$ cat src/hdl/npia_regs.svh
`ifndef NPIA_REGS_SVH
`define NPIA_REGS_SVH

// register offsets, byte addresses on the wishbone port
`define NPIA_CTRL_OFS 8'h00
`define NPIA_FILTER_OFS 8'h04
`define NPIA_ROUTE_BASE_OFS 8'h08
`define NPIA_STATUS_OFS 8'h0c
`define NPIA_COUNT_OFS 8'h10

// control fields and reset values
`define NPIA_CTRL_BUSY_BIT 0
`define NPIA_CTRL_FILTER_EN_BIT 1
`define NPIA_CTRL_RESET 2'h0
`define NPIA_FILTER_RESET 16'h0000
`define NPIA_ROUTE_BASE_RESET 32'h0000_0000

// link delimiter codes, carried with rxDelim high
`define NPIA_DELIM_START 8'h01
`define NPIA_DELIM_END 8'h02

// transaction header layout of the first double word
`define NPIA_HDR_TYPE_MSB 63
`define NPIA_HDR_TYPE_LSB 56
`define NPIA_HDR_ACKPT_BIT 55
`define NPIA_HDR_LEN_MSB 50
`define NPIA_HDR_LEN_LSB 48
`define NPIA_HDR_CTX_MSB 47
`define NPIA_HDR_CTX_LSB 32
`define NPIA_HDR_ADDR_MSB 31
`define NPIA_HDR_ADDR_LSB 0

// crc defaults, both ends must agree
`define NPIA_CRC_POLY 16'h1021
`define NPIA_CRC_INIT 16'hffff

// route table geometry
`define NPIA_ROUTES_PER_DEST 4
`define NPIA_ROUTE_ENTRY_SHIFT 4
`define NPIA_DEST_STRIDE_SHIFT 6
`define NPIA_VPT_ENTRY_SHIFT 3
`define NPIA_LFSR_SEED 16'hace1

`endif

$ cat src/hdl/npia_pkg.sv
package npia_pkg;

  typedef enum logic [2:0] {
    RX_HUNT = 3'b000,
    RX_COLLECT = 3'b001,
    RX_CRC = 3'b011,
    RX_EXEC = 3'b010,
    RX_CONDRD = 3'b110,
    RX_DRAIN = 3'b100
  } npia_rx_state_type;

  typedef enum logic [1:0] {
    LK_IDLE = 2'b00,
    LK_CTX = 2'b01,
    LK_VPT = 2'b11,
    LK_ROUTE = 2'b10
  } npia_lk_state_type;

  typedef enum logic [7:0] {
    TX_WRITE = 8'h01,
    TX_COND = 8'h02
  } npia_txn_type;

endpackage

$ cat src/hdl/npia_packet_input.sv
// Chosen here: the Wishbone interface to the registers and the placing of the registers.
`timescale 1ns/1ps
`include "npia_regs.svh"
module npia_packet_input import npia_pkg::*; #(
  parameter int MAX_WORDS = 8,
  parameter logic [15:0] CRC_POLY = `NPIA_CRC_POLY,
  parameter logic [15:0] CRC_INIT = `NPIA_CRC_INIT
) (
  input wire logic clk,
  input wire logic reset,
  input wire logic [7:0] adr_i,
  input wire logic [31:0] dat_i,
  output logic [31:0] dat_o,
  input wire logic we_i,
  input wire logic [3:0] sel_i,
  input wire logic stb_i,
  input wire logic cyc_i,
  output logic ack_o,
  input wire logic rxValid,
  input wire logic [7:0] rxData,
  input wire logic rxDelim,
  output logic rxReady,
  output logic ackOut,
  output logic nackOut,
  output logic lateReject,
  output logic memReq,
  output logic memWe,
  output logic [31:0] memAddr,
  output logic [63:0] memWdata,
  input wire logic memAck,
  input wire logic [63:0] memRdata,
  output logic errValid,
  output logic [63:0] errData,
  input wire logic errReady,
  input wire logic sendReq,
  input wire logic [15:0] sendVp,
  input wire logic ctxChange,
  input wire logic [31:0] ctxBlockAddr,
  output logic lkReq,
  output logic [31:0] lkAddr,
  input wire logic lkAck,
  input wire logic [63:0] lkRdata,
  output logic lkBusy,
  output logic sendDone,
  output logic [15:0] sendProc,
  output logic [15:0] sendCtx,
  output logic [31:0] sendRouteAddr,
  output logic nullRouteTrap
);
  localparam int IW = $clog2(MAX_WORDS) + 1;

  npia_rx_state_type state_ff;
  logic [63:0] words_ff [MAX_WORDS];
  logic [55:0] shift_ff;
  logic [2:0] byteCnt_ff;
  logic [IW-1:0] wordIdx_ff;
  logic [IW-1:0] lastIdx_ff;
  logic [IW-1:0] execIdx_ff;
  logic [15:0] crc_ff;
  logic crcHalf_ff;
  logic acked_ff;
  logic errMode_ff;
  logic [1:0] ctrl_ff;
  logic [15:0] filter_ff;
  logic [31:0] routeBase_ff;
  logic [15:0] ackCnt_ff;
  logic [15:0] nackCnt_ff;
  logic wbAck_ff;
  logic [31:0] wbDat_ff;
  logic [63:0] nxt_word;
  logic [15:0] nxt_crc;
  logic take;
  logic isData;
  logic [63:0] hdr;
  logic rejectNow;
  logic wbWrite;

  function automatic logic [15:0] crcStep(input logic [15:0] c, input logic [7:0] b);
    logic [15:0] r;
    r = c;
    for (int i = 7; i >= 0; i--) begin
      r = (r[15] ^ b[i]) ? ((r << 1) ^ CRC_POLY) : (r << 1);
    end
    return r;
  endfunction

  function automatic logic [31:0] laneMerge(input logic [31:0] old, input logic [31:0] val,
                                            input logic [3:0] sel);
    logic [31:0] r;
    r = old;
    for (int i = 0; i < 4; i++) begin
      if (sel[i]) begin
        r[i*8 +: 8] = val[i*8 +: 8];
      end
    end
    return r;
  endfunction

  assign rxReady = (state_ff == RX_HUNT) || (state_ff == RX_COLLECT)
                 || (state_ff == RX_CRC) || (state_ff == RX_DRAIN);
  assign take = rxValid && rxReady;
  assign isData = take && !rxDelim;
  assign nxt_word = {shift_ff, rxData};
  assign nxt_crc = crcStep(crc_ff, rxData);
  assign hdr = words_ff[0];
  // verdict taken on the second crc byte: good crc residue is zero
  assign rejectNow = (nxt_crc != 16'h0) || ctrl_ff[`NPIA_CTRL_BUSY_BIT]
                   || (ctrl_ff[`NPIA_CTRL_FILTER_EN_BIT]
                       && hdr[`NPIA_HDR_CTX_MSB:`NPIA_HDR_CTX_LSB] == filter_ff);

  // receive, execute and respond; one transaction at a time keeps order
  always_ff @(posedge clk) begin
    if (reset) begin
      state_ff <= RX_HUNT;
      shift_ff <= 56'h0;
      byteCnt_ff <= 3'h0;
      wordIdx_ff <= '0;
      lastIdx_ff <= '0;
      execIdx_ff <= '0;
      crc_ff <= CRC_INIT;
      crcHalf_ff <= 1'b0;
      acked_ff <= 1'b0;
      errMode_ff <= 1'b0;
      ackOut <= 1'b0;
      nackOut <= 1'b0;
      lateReject <= 1'b0;
      memReq <= 1'b0;
      memWe <= 1'b0;
      memAddr <= 32'h0;
      memWdata <= 64'h0;
      errValid <= 1'b0;
      errData <= 64'h0;
    end else begin
      ackOut <= 1'b0;
      nackOut <= 1'b0;
      lateReject <= 1'b0;
      unique case (state_ff)
        RX_HUNT: begin
          if (take && rxDelim && rxData == `NPIA_DELIM_START) begin
            state_ff <= RX_COLLECT;
            acked_ff <= 1'b0;
            errMode_ff <= 1'b0;
            byteCnt_ff <= 3'h0;
            wordIdx_ff <= '0;
            crc_ff <= CRC_INIT;
          end
        end
        RX_COLLECT: begin
          if (take && rxDelim) begin
            state_ff <= (rxData == `NPIA_DELIM_END) ? RX_HUNT : RX_DRAIN;
            if (byteCnt_ff != 3'h0 || wordIdx_ff != '0) begin
              // truncated transaction counts as a reject
              if (acked_ff) begin
                lateReject <= 1'b1;
              end else begin
                nackOut <= 1'b1;
              end
            end else if (!acked_ff) begin
              nackOut <= 1'b1;
            end
          end else if (isData) begin
            crc_ff <= nxt_crc;
            shift_ff <= nxt_word[55:0];
            byteCnt_ff <= byteCnt_ff + 3'h1;
            if (byteCnt_ff == 3'h7) begin
              words_ff[wordIdx_ff[IW-2:0]] <= nxt_word;
              wordIdx_ff <= wordIdx_ff + 1'b1;
              if (wordIdx_ff == '0) begin
                lastIdx_ff <= IW'(nxt_word[`NPIA_HDR_LEN_MSB:`NPIA_HDR_LEN_LSB]);
                if (nxt_word[`NPIA_HDR_LEN_MSB:`NPIA_HDR_LEN_LSB] == 3'h0) begin
                  state_ff <= RX_CRC;
                  crcHalf_ff <= 1'b0;
                end
              end else if (wordIdx_ff == lastIdx_ff) begin
                state_ff <= RX_CRC;
                crcHalf_ff <= 1'b0;
              end
            end
          end
        end
        RX_CRC: begin
          if (take && rxDelim) begin
            state_ff <= (rxData == `NPIA_DELIM_END) ? RX_HUNT : RX_DRAIN;
            if (acked_ff) begin
              lateReject <= 1'b1;
            end else begin
              nackOut <= 1'b1;
            end
          end else if (isData) begin
            crc_ff <= nxt_crc;
            crcHalf_ff <= 1'b1;
            if (crcHalf_ff) begin
              crc_ff <= CRC_INIT;
              wordIdx_ff <= '0;
              byteCnt_ff <= 3'h0;
              if (rejectNow && !acked_ff) begin
                nackOut <= 1'b1;
                state_ff <= RX_DRAIN;
              end else begin
                if (rejectNow) begin
                  lateReject <= 1'b1;
                  errMode_ff <= 1'b1;
                end
                state_ff <= RX_EXEC;
                execIdx_ff <= (rejectNow || errMode_ff) ? '0 : IW'(1);
              end
            end
          end
        end
        RX_EXEC: begin
          if (errMode_ff) begin
            // diverted: every word including the header goes to the error buffer
            if (errValid) begin
              if (errReady) begin
                errValid <= 1'b0;
                execIdx_ff <= execIdx_ff + 1'b1;
              end
            end else if (execIdx_ff > lastIdx_ff) begin
              state_ff <= RX_COLLECT;
            end else begin
              errValid <= 1'b1;
              errData <= words_ff[execIdx_ff[IW-2:0]];
            end
          end else if (hdr[63:56] == TX_COND && execIdx_ff == IW'(1)) begin
            state_ff <= RX_CONDRD;
            memReq <= 1'b1;
            memWe <= 1'b0;
            memAddr <= hdr[31:0];
          end else if (memReq) begin
            if (memAck) begin
              memReq <= 1'b0;
              execIdx_ff <= execIdx_ff + 1'b1;
            end
          end else if (execIdx_ff > lastIdx_ff || hdr[63:56] != TX_WRITE) begin
            // done; ack only once all of this transaction has landed
            state_ff <= RX_COLLECT;
            if (hdr[`NPIA_HDR_ACKPT_BIT] && !acked_ff) begin
              ackOut <= 1'b1;
              acked_ff <= 1'b1;
            end
          end else begin
            memReq <= 1'b1;
            memWe <= 1'b1;
            memAddr <= hdr[31:0] + {execIdx_ff - 1'b1, 3'h0};
            memWdata <= words_ff[execIdx_ff[IW-2:0]];
          end
        end
        RX_CONDRD: begin
          if (memAck) begin
            memReq <= 1'b0;
            if (memRdata == words_ff[1]) begin
              state_ff <= RX_EXEC;
              execIdx_ff <= lastIdx_ff + 1'b1;
            end else if (acked_ff) begin
              lateReject <= 1'b1;
              errMode_ff <= 1'b1;
              state_ff <= RX_EXEC;
              execIdx_ff <= '0;
            end else begin
              nackOut <= 1'b1;
              state_ff <= RX_DRAIN;
            end
          end
        end
        RX_DRAIN: begin
          if (take && rxDelim && rxData == `NPIA_DELIM_END) begin
            state_ff <= RX_HUNT;
          end
        end
        default: begin
          state_ff <= RX_HUNT;
        end
      endcase
    end
  end

  assign wbWrite = cyc_i && stb_i && we_i && !wbAck_ff;

  // single wait state slave; unmapped reads return zero and still ack
  always_ff @(posedge clk) begin
    if (reset) begin
      wbAck_ff <= 1'b0;
      wbDat_ff <= 32'h0;
      ctrl_ff <= `NPIA_CTRL_RESET;
      filter_ff <= `NPIA_FILTER_RESET;
      routeBase_ff <= `NPIA_ROUTE_BASE_RESET;
    end else begin
      wbAck_ff <= cyc_i && stb_i && !wbAck_ff;
      if (wbWrite) begin
        unique case (adr_i)
          `NPIA_CTRL_OFS: ctrl_ff <= 2'(laneMerge({30'h0, ctrl_ff}, dat_i, sel_i));
          `NPIA_FILTER_OFS: filter_ff <= 16'(laneMerge({16'h0, filter_ff}, dat_i, sel_i));
          `NPIA_ROUTE_BASE_OFS: routeBase_ff <= laneMerge(routeBase_ff, dat_i, sel_i);
          default: begin
          end
        endcase
      end
      unique case (adr_i)
        `NPIA_CTRL_OFS: wbDat_ff <= {30'h0, ctrl_ff};
        `NPIA_FILTER_OFS: wbDat_ff <= {16'h0, filter_ff};
        `NPIA_ROUTE_BASE_OFS: wbDat_ff <= routeBase_ff;
        `NPIA_STATUS_OFS: wbDat_ff <= {26'h0, errMode_ff, acked_ff, lkBusy, state_ff};
        `NPIA_COUNT_OFS: wbDat_ff <= {nackCnt_ff, ackCnt_ff};
        default: wbDat_ff <= 32'h0;
      endcase
    end
  end

  assign ack_o = wbAck_ff;
  assign dat_o = wbDat_ff;

  // counters wrap; software reads differences
  always_ff @(posedge clk) begin
    if (reset) begin
      ackCnt_ff <= 16'h0;
      nackCnt_ff <= 16'h0;
    end else begin
      ackCnt_ff <= ackCnt_ff + {15'h0, ackOut};
      nackCnt_ff <= nackCnt_ff + {15'h0, nackOut};
    end
  end

  npia_route_lookup u_lookup (
    .clk(clk),
    .reset(reset),
    .sendReq(sendReq),
    .sendVp(sendVp),
    .ctxChange(ctxChange),
    .ctxBlockAddr(ctxBlockAddr),
    .routeBase(routeBase_ff),
    .lkReq(lkReq),
    .lkAddr(lkAddr),
    .lkAck(lkAck),
    .lkRdata(lkRdata),
    .lkBusy(lkBusy),
    .sendDone(sendDone),
    .sendProc(sendProc),
    .sendCtx(sendCtx),
    .sendRouteAddr(sendRouteAddr),
    .nullRouteTrap(nullRouteTrap)
  );
endmodule

$ cat src/hdl/npia_route_lookup.sv
`timescale 1ns/1ps
`include "npia_regs.svh"
module npia_route_lookup import npia_pkg::*; (
  input wire logic clk,
  input wire logic reset,
  input wire logic sendReq,
  input wire logic [15:0] sendVp,
  input wire logic ctxChange,
  input wire logic [31:0] ctxBlockAddr,
  input wire logic [31:0] routeBase,
  output logic lkReq,
  output logic [31:0] lkAddr,
  input wire logic lkAck,
  input wire logic [63:0] lkRdata,
  output logic lkBusy,
  output logic sendDone,
  output logic [15:0] sendProc,
  output logic [15:0] sendCtx,
  output logic [31:0] sendRouteAddr,
  output logic nullRouteTrap
);
  npia_lk_state_type state_ff;
  logic [31:0] vptBase_ff;
  logic [15:0] lfsr_ff;
  logic [31:0] nxt_routeAddr;

  // free running, so the pick does not track request timing
  always_ff @(posedge clk) begin
    if (reset) begin
      lfsr_ff <= `NPIA_LFSR_SEED;
    end else begin
      lfsr_ff <= {lfsr_ff[14:0], lfsr_ff[15] ^ lfsr_ff[13] ^ lfsr_ff[12] ^ lfsr_ff[10]};
    end
  end

  always_comb begin
    nxt_routeAddr = routeBase + {10'h0, lkRdata[31:16], 6'h0}
                  + {26'h0, lfsr_ff[1:0], 4'h0};
  end

  assign lkBusy = (state_ff != LK_IDLE);

  always_ff @(posedge clk) begin
    if (reset) begin
      state_ff <= LK_IDLE;
      vptBase_ff <= 32'h0;
      lkReq <= 1'b0;
      lkAddr <= 32'h0;
      sendDone <= 1'b0;
      nullRouteTrap <= 1'b0;
      sendProc <= 16'h0;
      sendCtx <= 16'h0;
      sendRouteAddr <= 32'h0;
    end else begin
      sendDone <= 1'b0;
      nullRouteTrap <= 1'b0;
      unique case (state_ff)
        LK_IDLE: begin
          if (ctxChange) begin
            state_ff <= LK_CTX;
            lkReq <= 1'b1;
            lkAddr <= ctxBlockAddr;
          end else if (sendReq) begin
            state_ff <= LK_VPT;
            lkReq <= 1'b1;
            lkAddr <= vptBase_ff + {13'h0, sendVp, 3'h0};
          end
        end
        LK_CTX: begin
          if (lkAck) begin
            vptBase_ff <= lkRdata[31:0];
            lkReq <= 1'b0;
            state_ff <= LK_IDLE;
          end
        end
        LK_VPT: begin
          if (lkAck) begin
            sendProc <= lkRdata[31:16];
            sendCtx <= lkRdata[15:0];
            lkAddr <= nxt_routeAddr;
            sendRouteAddr <= nxt_routeAddr;
            state_ff <= LK_ROUTE;
          end
        end
        LK_ROUTE: begin
          if (lkAck) begin
            lkReq <= 1'b0;
            state_ff <= LK_IDLE;
            if (lkRdata[63:56] == 8'h00) begin
              nullRouteTrap <= 1'b1;
            end else begin
              sendDone <= 1'b1;
            end
          end
        end
      endcase
    end
  end
endmodule

$ cat config.mk
export PLATFORM = sky130hd
export DESIGN_NAME = npia_packet_input
export DESIGN_NICKNAME = d
export VERILOG_FILES = /design/src/hdl/npia_pkg.sv /design/src/hdl/npia_packet_input.sv /design/src/hdl/npia_route_lookup.sv
export VERILOG_INCLUDE_DIRS = /design/src /design/src/hdl
export SDC_FILE = /design/constraint.sdc
export NUM_CORES = 2
export LEC_CHECK = 0
export ABC_AREA = 1
export BUFFER_PORTS_ARGS = -buffer_cell sky130_fd_sc_hd__buf_2
export CAP_MARGIN = 20
export CORE_MARGIN = 4
export CORE_UTILIZATION = 50
export CTS_CLUSTER_DIAMETER = 60
export DETAILED_ROUTE_END_ITERATION = 8
export PLACE_DENSITY = 0.74
export SLEW_MARGIN = 30
export SYNTH_ARGS = -nofsm -noshare
export SYNTH_HDL_FRONTEND = slang
export SYNTH_HIERARCHICAL = 1
export SYNTH_SLANG_ARGS = --single-unit
$ cat constraint.sdc
create_clock -name clk -period 5.5 [get_ports clk]
set_input_delay 0.275 -clock clk [delete_from_list [all_inputs] [get_ports clk]]
set_output_delay 0.275 -clock clk [all_outputs]
set_load 0.005 [all_outputs]
### Yosys cells after proc, flatten, opt, wreduce, memory -nomap -nowiden

Memory sizes are Yosys's and may differ from the RTL's. A register that Yosys moved wholly into a read port is not among the register bits.
Index checks and enable logic that the tools add are counted.

| word-level totals | value |
|---|---|
| input port bits | 240 |
| memories | 1 |
| latch bits | 0 |
| memory bits (read-only) | 0 |
| flip-flop bits (word level) | 522 |
| output and inout port bits | 300 |
| bits in writable memories | 512 |

Memory list:

| memory | words | bits a word | rd ports | clocked after Yosys merged registers in | wr ports | RTL line | source |
|---|---|---|---|---|---|---|---|
| words_ff | 8 | 64 | 3 | 1 | 1 | npia_packet_input.sv:53 | `logic [63:0] words_ff [MAX_WORDS];` |

| operators by class | value |
|---|---|
| bitwise gates (word level) | 29 |
| $lt $le $gt $ge | 1 |
| reductions and logical operators | 72 |
| shift operators | 0 |
| mux-type cells | 154 |
| equality and inequality tests | 62 |
| $mul | 0 |
| $add $sub $neg | 11 |
| divide/modulo/power cells | 0 |

Operators with widths:

| cell | number |
|---|---|
| $mux W32 | 6 |
| $pmux W32 S5 | 1 |
| $mux W13 | 8 |
| $mux W16 | 6 |
| $mux W3 | 30 |
| $mux W4 | 20 |
| $mux W1 | 65 |
| $eq A64 B64 Y1 | 1 |
| $pmux W32 S2 | 1 |
| $pmux W16 S3 | 1 |
| $reduce_and A3 Y1 | 12 |
| $ne A2 B2 Y1 const B | 17 |
| $add A16 B1 Y16 | 2 |
| $add A32 B19 Y32 | 1 |
| $add A32 B22 Y32 | 1 |
| $add A32 B6 Y32 | 1 |
| $add A32 B7 Y32 | 1 |
| $ne A3 B3 Y1 const B | 9 |
| $not A3 Y3 | 8 |
| $pmux W4 S3 | 2 |
| $pmux W3 S6 | 1 |
| $eq A16 B16 Y1 | 1 |
| $eq A8 B2 Y1 const B | 2 |
| $eq A8 B4 Y1 const B | 2 |
| other kinds (52) | 130 |

### Logic depth before layout (Yosys ltp)

| depth | value |
|---|---|
| depth after elaboration | 28 |
| depth in mapped cells | 17 |
| gate-level depth less buffers | 17 |

### Cells and area by module

The synthesis kept the hierarchy.

By module, submodules not included:

| module | sequential area each (sq um) | cells an instance | instances | area an instance (sq um) |
|---|---|---|---|---|
| npia_packet_input | 22,902.0 | 3,774 | 1 | 36,583.8 |
| npia_route_lookup | 2,982.9 | 1,470 | 1 | 9,247.6 |

### Worst setup path after synthesis

No wires, ideal clock.

| timing | value |
|---|---|
| kind | reg2reg |
| start point | register, netlist name state_ff[2] |
| end point | memory words_ff[5][0] (enable) |
| setup time | 486 ps |
| period minus slack after synthesis | 4,785 ps |
| setup slack | 715 ps |
| cell stages (with the launch flop) | 16 |
| arrival | 4,299 ps |
| cell sequence | dfxtp_1 inv_2 nand2_4 nand2_2 nand2_2 inv_2 nand2_1 nand2_1 nand2_1 nor3b_2 nand3_2 nor2_4 inv_2 nor2_4 nand2_2 nor2_1 |

RTL lines:

| item | RTL line |
|---|---|
| end: declaration | npia_packet_input.sv:53 |

### Final worst setup path

| timing | value |
|---|---|
| start point | register execIdx_ff[0] |
| end point | register memWdata[31], read port of words_ff |

| on the way | value |
|---|---|
| cells in the longest elaborated chain, start to end | 4 |

RTL lines:

| item | RTL line | source |
|---|---|---|
| start: declaration | npia_packet_input.sv:58 | `logic [IW-1:0] execIdx_ff;` |
| start signal: assignment | npia_packet_input.sv:205 | `execIdx_ff <= (rejectNow \|\| errMode_ff) ? '0 : IW'(1);` |
| start signal: assignment | npia_packet_input.sv:216 | `execIdx_ff <= execIdx_ff + 1'b1;` |
| start signal: assignment | npia_packet_input.sv:232 | `execIdx_ff <= execIdx_ff + 1'b1;` |
| $gt A4 B3 Y1 or $eq A4 B1 Y1 (tied branches) | npia_packet_input.sv:234, npia_packet_input.sv:224 |  |
| $logic_or A1 B1 Y1 or $logic_and A1 B1 Y1 (tied branches) | npia_packet_input.sv:234, npia_packet_input.sv:224 |  |
| $not A1 Y1 (no source line) | -- |  |
| $reduce_and A5 Y1 (no source line) (*) | -- |  |
| end: declaration | npia_packet_input.sv:29 | `output logic [63:0] memWdata,` |

Every way passes the cells marked *; elsewhere a longest branch is shown, timed or not.
A chain may end at the register's enable or synchronous reset.

==> reports/metrics.yaml <==
run_status:
  outcome: "finished, final reports clean"
layout:
  nNetsFinal: 6046
  area_growth_pct: 18.0
  stdcell_count: 7021
  drive_above_1_share_pct: 14.8
  fillCellCount: 7743
placement:
  io_buffers: 515
  hpwl_um: 108000
  place_inst: 6726
  place_worst_setup_slack_ps: 1740
  routabilityCongestion: 0.991
clock_tree:
  clkTransAtPathRegs_ps: 60
  clockBufferDepth: 3
  post_cts_resized: 0
  ctsHoldBuffers: 82
  cts_root_buf: "clkbuf_16"
  insertion_delay_ps: 710
  htree_levels: 3
  cts_tree: "built"
  numClockSinks: 1037
  post_cts_buffers: 0
  numCtsBuffers: 109
logic_synthesis:
  synth_edf_count: 512
  ys_seq_area_share_pct: 56.5
  synthMuxAreaShare_pct: 0.175
  yosysMostFrequentCell: "nor2_1"
  ys_seq_elements: 1037
  synthTopCellsByCount: "nor2_1 (864), nand2_1 (698), o21ai_0 (628)"
  synth_fp_nets: 5546
  async_reset_ff_share_pct: 0
  synthCells: 5244
  synth-simple-area-share_pct: 17.6
  synth_top_area_cell: "edfxtp_1"
  synth-compound-area-share_pct: 14.8
  netlist.area_leader.share_pct: 33.5
  yosys_warnings: 6
  synth-xor-area-share_pct: 2.18
  synth_top_family_by_area: "simple AND/OR/NAND/NOR gates"
  synth.area.top_cells: "edfxtp_1 (34%), dfxtp_1 (23%), nor2_1 (7.1%), o21ai_0 (6.9%), nand2_1 (5.7%)"
  syn_area_mm2: 0.0458
  syn-mean-instance-area_um2: 8.74
  synthAdderAreaFrac_pct: 1.74
  synth_cell_types: 56
  synthFlopType: "dfxtp_1"
floorplan:
  io-pin-count: 540
  die_area_mm2: 0.0966
  dieHeight_um: 311
  core.rowCount: 110
  start_util_pct: 50.7
  die_x_um: 311
  core_area_mm2: 0.0904
hold_path:
  holdPathEnd: "u_lookup/lfsr_ff[1]"
  hp-class: "input pin to register"
  min_from: "reset"
  hold_depth: 2
setup_path:
  start_kind: "register"
  r2r-end: "memWdata[31]"
  slowest_stage: "inv_2"
  ff2ff_path_depth: 12
  slowest_delay_ps: 750
  cp.arrival_ps: 4360
  regToRegStartpoint: "execIdx_ff[0]"
  crit_type: "register to register"
  setup.worst_path.end_class: "register"
  path_cells: "inv_1 -> ha_1 -> nand2_1 -> o21ai_0 -> nand4_1 -> inv_1 -> nand3_4 -> buf_4 -> inv_2 -> buf_4 -> o21ai_0 -> nor2_1"
  r2r_setup_slack_ps: 1760
  required_ps: 6120
  worstPathMaxFanout: 40
power_and_ir_drop:
  p_switching_mw: 5.72
  p_int_mw: 14.1
  vdd_drop_max_mv: 0.259
  seqPwrFrac_pct: 44.1
  total_leakage_power_nw: 22.6
  power.share.clock_pct: 39.6
  p_sw_share_pct: 28.9
  cellPowerDensity_mw_per_mm2: 366
  combPwrFrac_pct: 16.3
drt:
  vias: 39500
  dr.first_iter.drc_count: 4863
  drc: 0
  drtAntennaViolNets: 0
  vias_per_cell: 5.63
  wl_per_cell_um: 22.0
  wl_um: 155000
  drtPass1Iterations: 6
timing:
  finalSetupTns_ps: 0
  period_minus_slack_ps: 3740
  worstMarginPinSlew_ps: 1010
  finalSetupViolCount: 0
  hold-worst-slack_ps: 27.2
  fin_skew_ps: 28.2
  hold_violations: 0
  rsz0062_at_grt: "no"
  timing.final.ws_setup_ps: 1760
  maxSlewViolCount: 0
  slew_headroom_pct: 32.1
  fmax_mhz: 267
  finalCritPeriodShare_pct: 68.0
grt:
  grt_first_pass_wirelength_um: 227000
  antenna_found_initial: 4
  grt.overflow.total: 0
  grt_pass1_vias: 36500
  track_usage_pct: 30.6
  grt_max_degree: 129
run:
  cap_violations: 0
## through the flow
step                utilization [%]  total power, mW  area [µm²]
global placement               54.5             11.9       49300
CTS                            59.8             19.8       54000
finish                         59.8             19.8       54100
detailed placement             54.5             12.0       49300
global route                   59.8             20.6       54100
floorplan                         -             10.9       45800
## state kept, by name, summed over array words and instances, names as in the netlist, 32 cells and up, named ones only
register,flops
words_ff,512
u_lookup/vptBase_ff,32
routeBase_ff,32
u_lookup/lkAddr,32
memWdata,64
dat_o,32
u_lookup/sendRouteAddr,32
shift_ff,56
errData,64
memAddr,32
## power by group through the flow
stage | logic (mW) | registers (mW) | clock network [mW]
after floorplan | 2.06 | 8.80 | 0
after global placement | 3.07 | 8.87 | 0
after detailed placement | 3.11 | 8.89 | 0
after CTS | 3.17 | 8.72 | 7.93
after global routing | 3.54 | 8.77 | 8.27
final | 3.23 | 8.74 | 7.85
## worst max-delay path: cells and delay by family, from the launching register on
family	cells	cell delay [ps]
adders and majority gates	1	320
AOI/OAI and AO/OA	2	600
and+or+nand+nor	4	540
buffers and inverters	5	1790
DFF	1	370
## area by class of cell
class / instances / area [µm²] / area share (%)
inverters: 570 / 2160 / 3.99
multi-input cells: 3384 / 16800 / 31.2
repair buffers: 642 / 3790 / 7.00
well taps: 1176 / 1470 / 2.72
clock buffers: 157 / 3230 / 5.97
diodes: 4 / 10.0 / 0.0185
flip-flops and latches: 1037 / 25900 / 47.9
clock inverters: 51 / 689 / 1.27
## logic make-up after synthesis
kind of cell	Yosys count
AND/OR/NAND/NOR	1936
multiplexers	8
buffers and inverters	823
flip-flops	1037
adder cells (fa/ha/maj)	62
AO/OA/AOI/OAI	1264
XOR/XNOR	114
## layer usage
layer  vias to the layer above  share of wire [%]  global-route usage, %  wire [µm]
met2                      1900                 47                   50.4      72500
met4                         0                3.7                   11.4       5770
met3                       280                9.2                   5.79      14200
met5                         -                  0                      0          0
met1                     18700                 40                   40.3      62000
li1                      18600                  -                      -          -
## how the worst max path moves through the flow
stage | from | to | slack, ps | depth (start not counted)
6_report | execIdx_ff[0] | memWdata[31] | 1760 | 12
5_1_grt | execIdx_ff[0] | memWdata[56] | 1590 | 12
4_1_cts | execIdx_ff[0] | memWdata[31] | 1750 | 12
3_5_place_dp | execIdx_ff[0] | memWdata[31] | 1740 | 12
3_3_place_gp | execIdx_ff[0] | memWdata[39] | 1820 | 12
2_1_floorplan | state_ff[2] | words_ff[5][0] | 710 | 15
## layout by cell type (no fill, tap or decap), types with 39 or more instances in the layout
master	netlist	final
xor2_1	41	41
buf_2	55	514
o22ai_1	79	79
a31oi_1	76	76
edfxtp_1	512	512
buf_4	2	39
inv_1	551	547
a21oi_1	360	360
o21ai_0	628	627
dlygate4sd3_1	0	82
dfxtp_1	525	523
nand4_1	49	49
o211ai_1	51	51
xnor2_1	73	73
nand2_1	698	697
nor2_1	864	860
ha_1	59	59
nand3_1	189	187
clkbuf_16	0	113
Power figures use the tool's default switching activity.
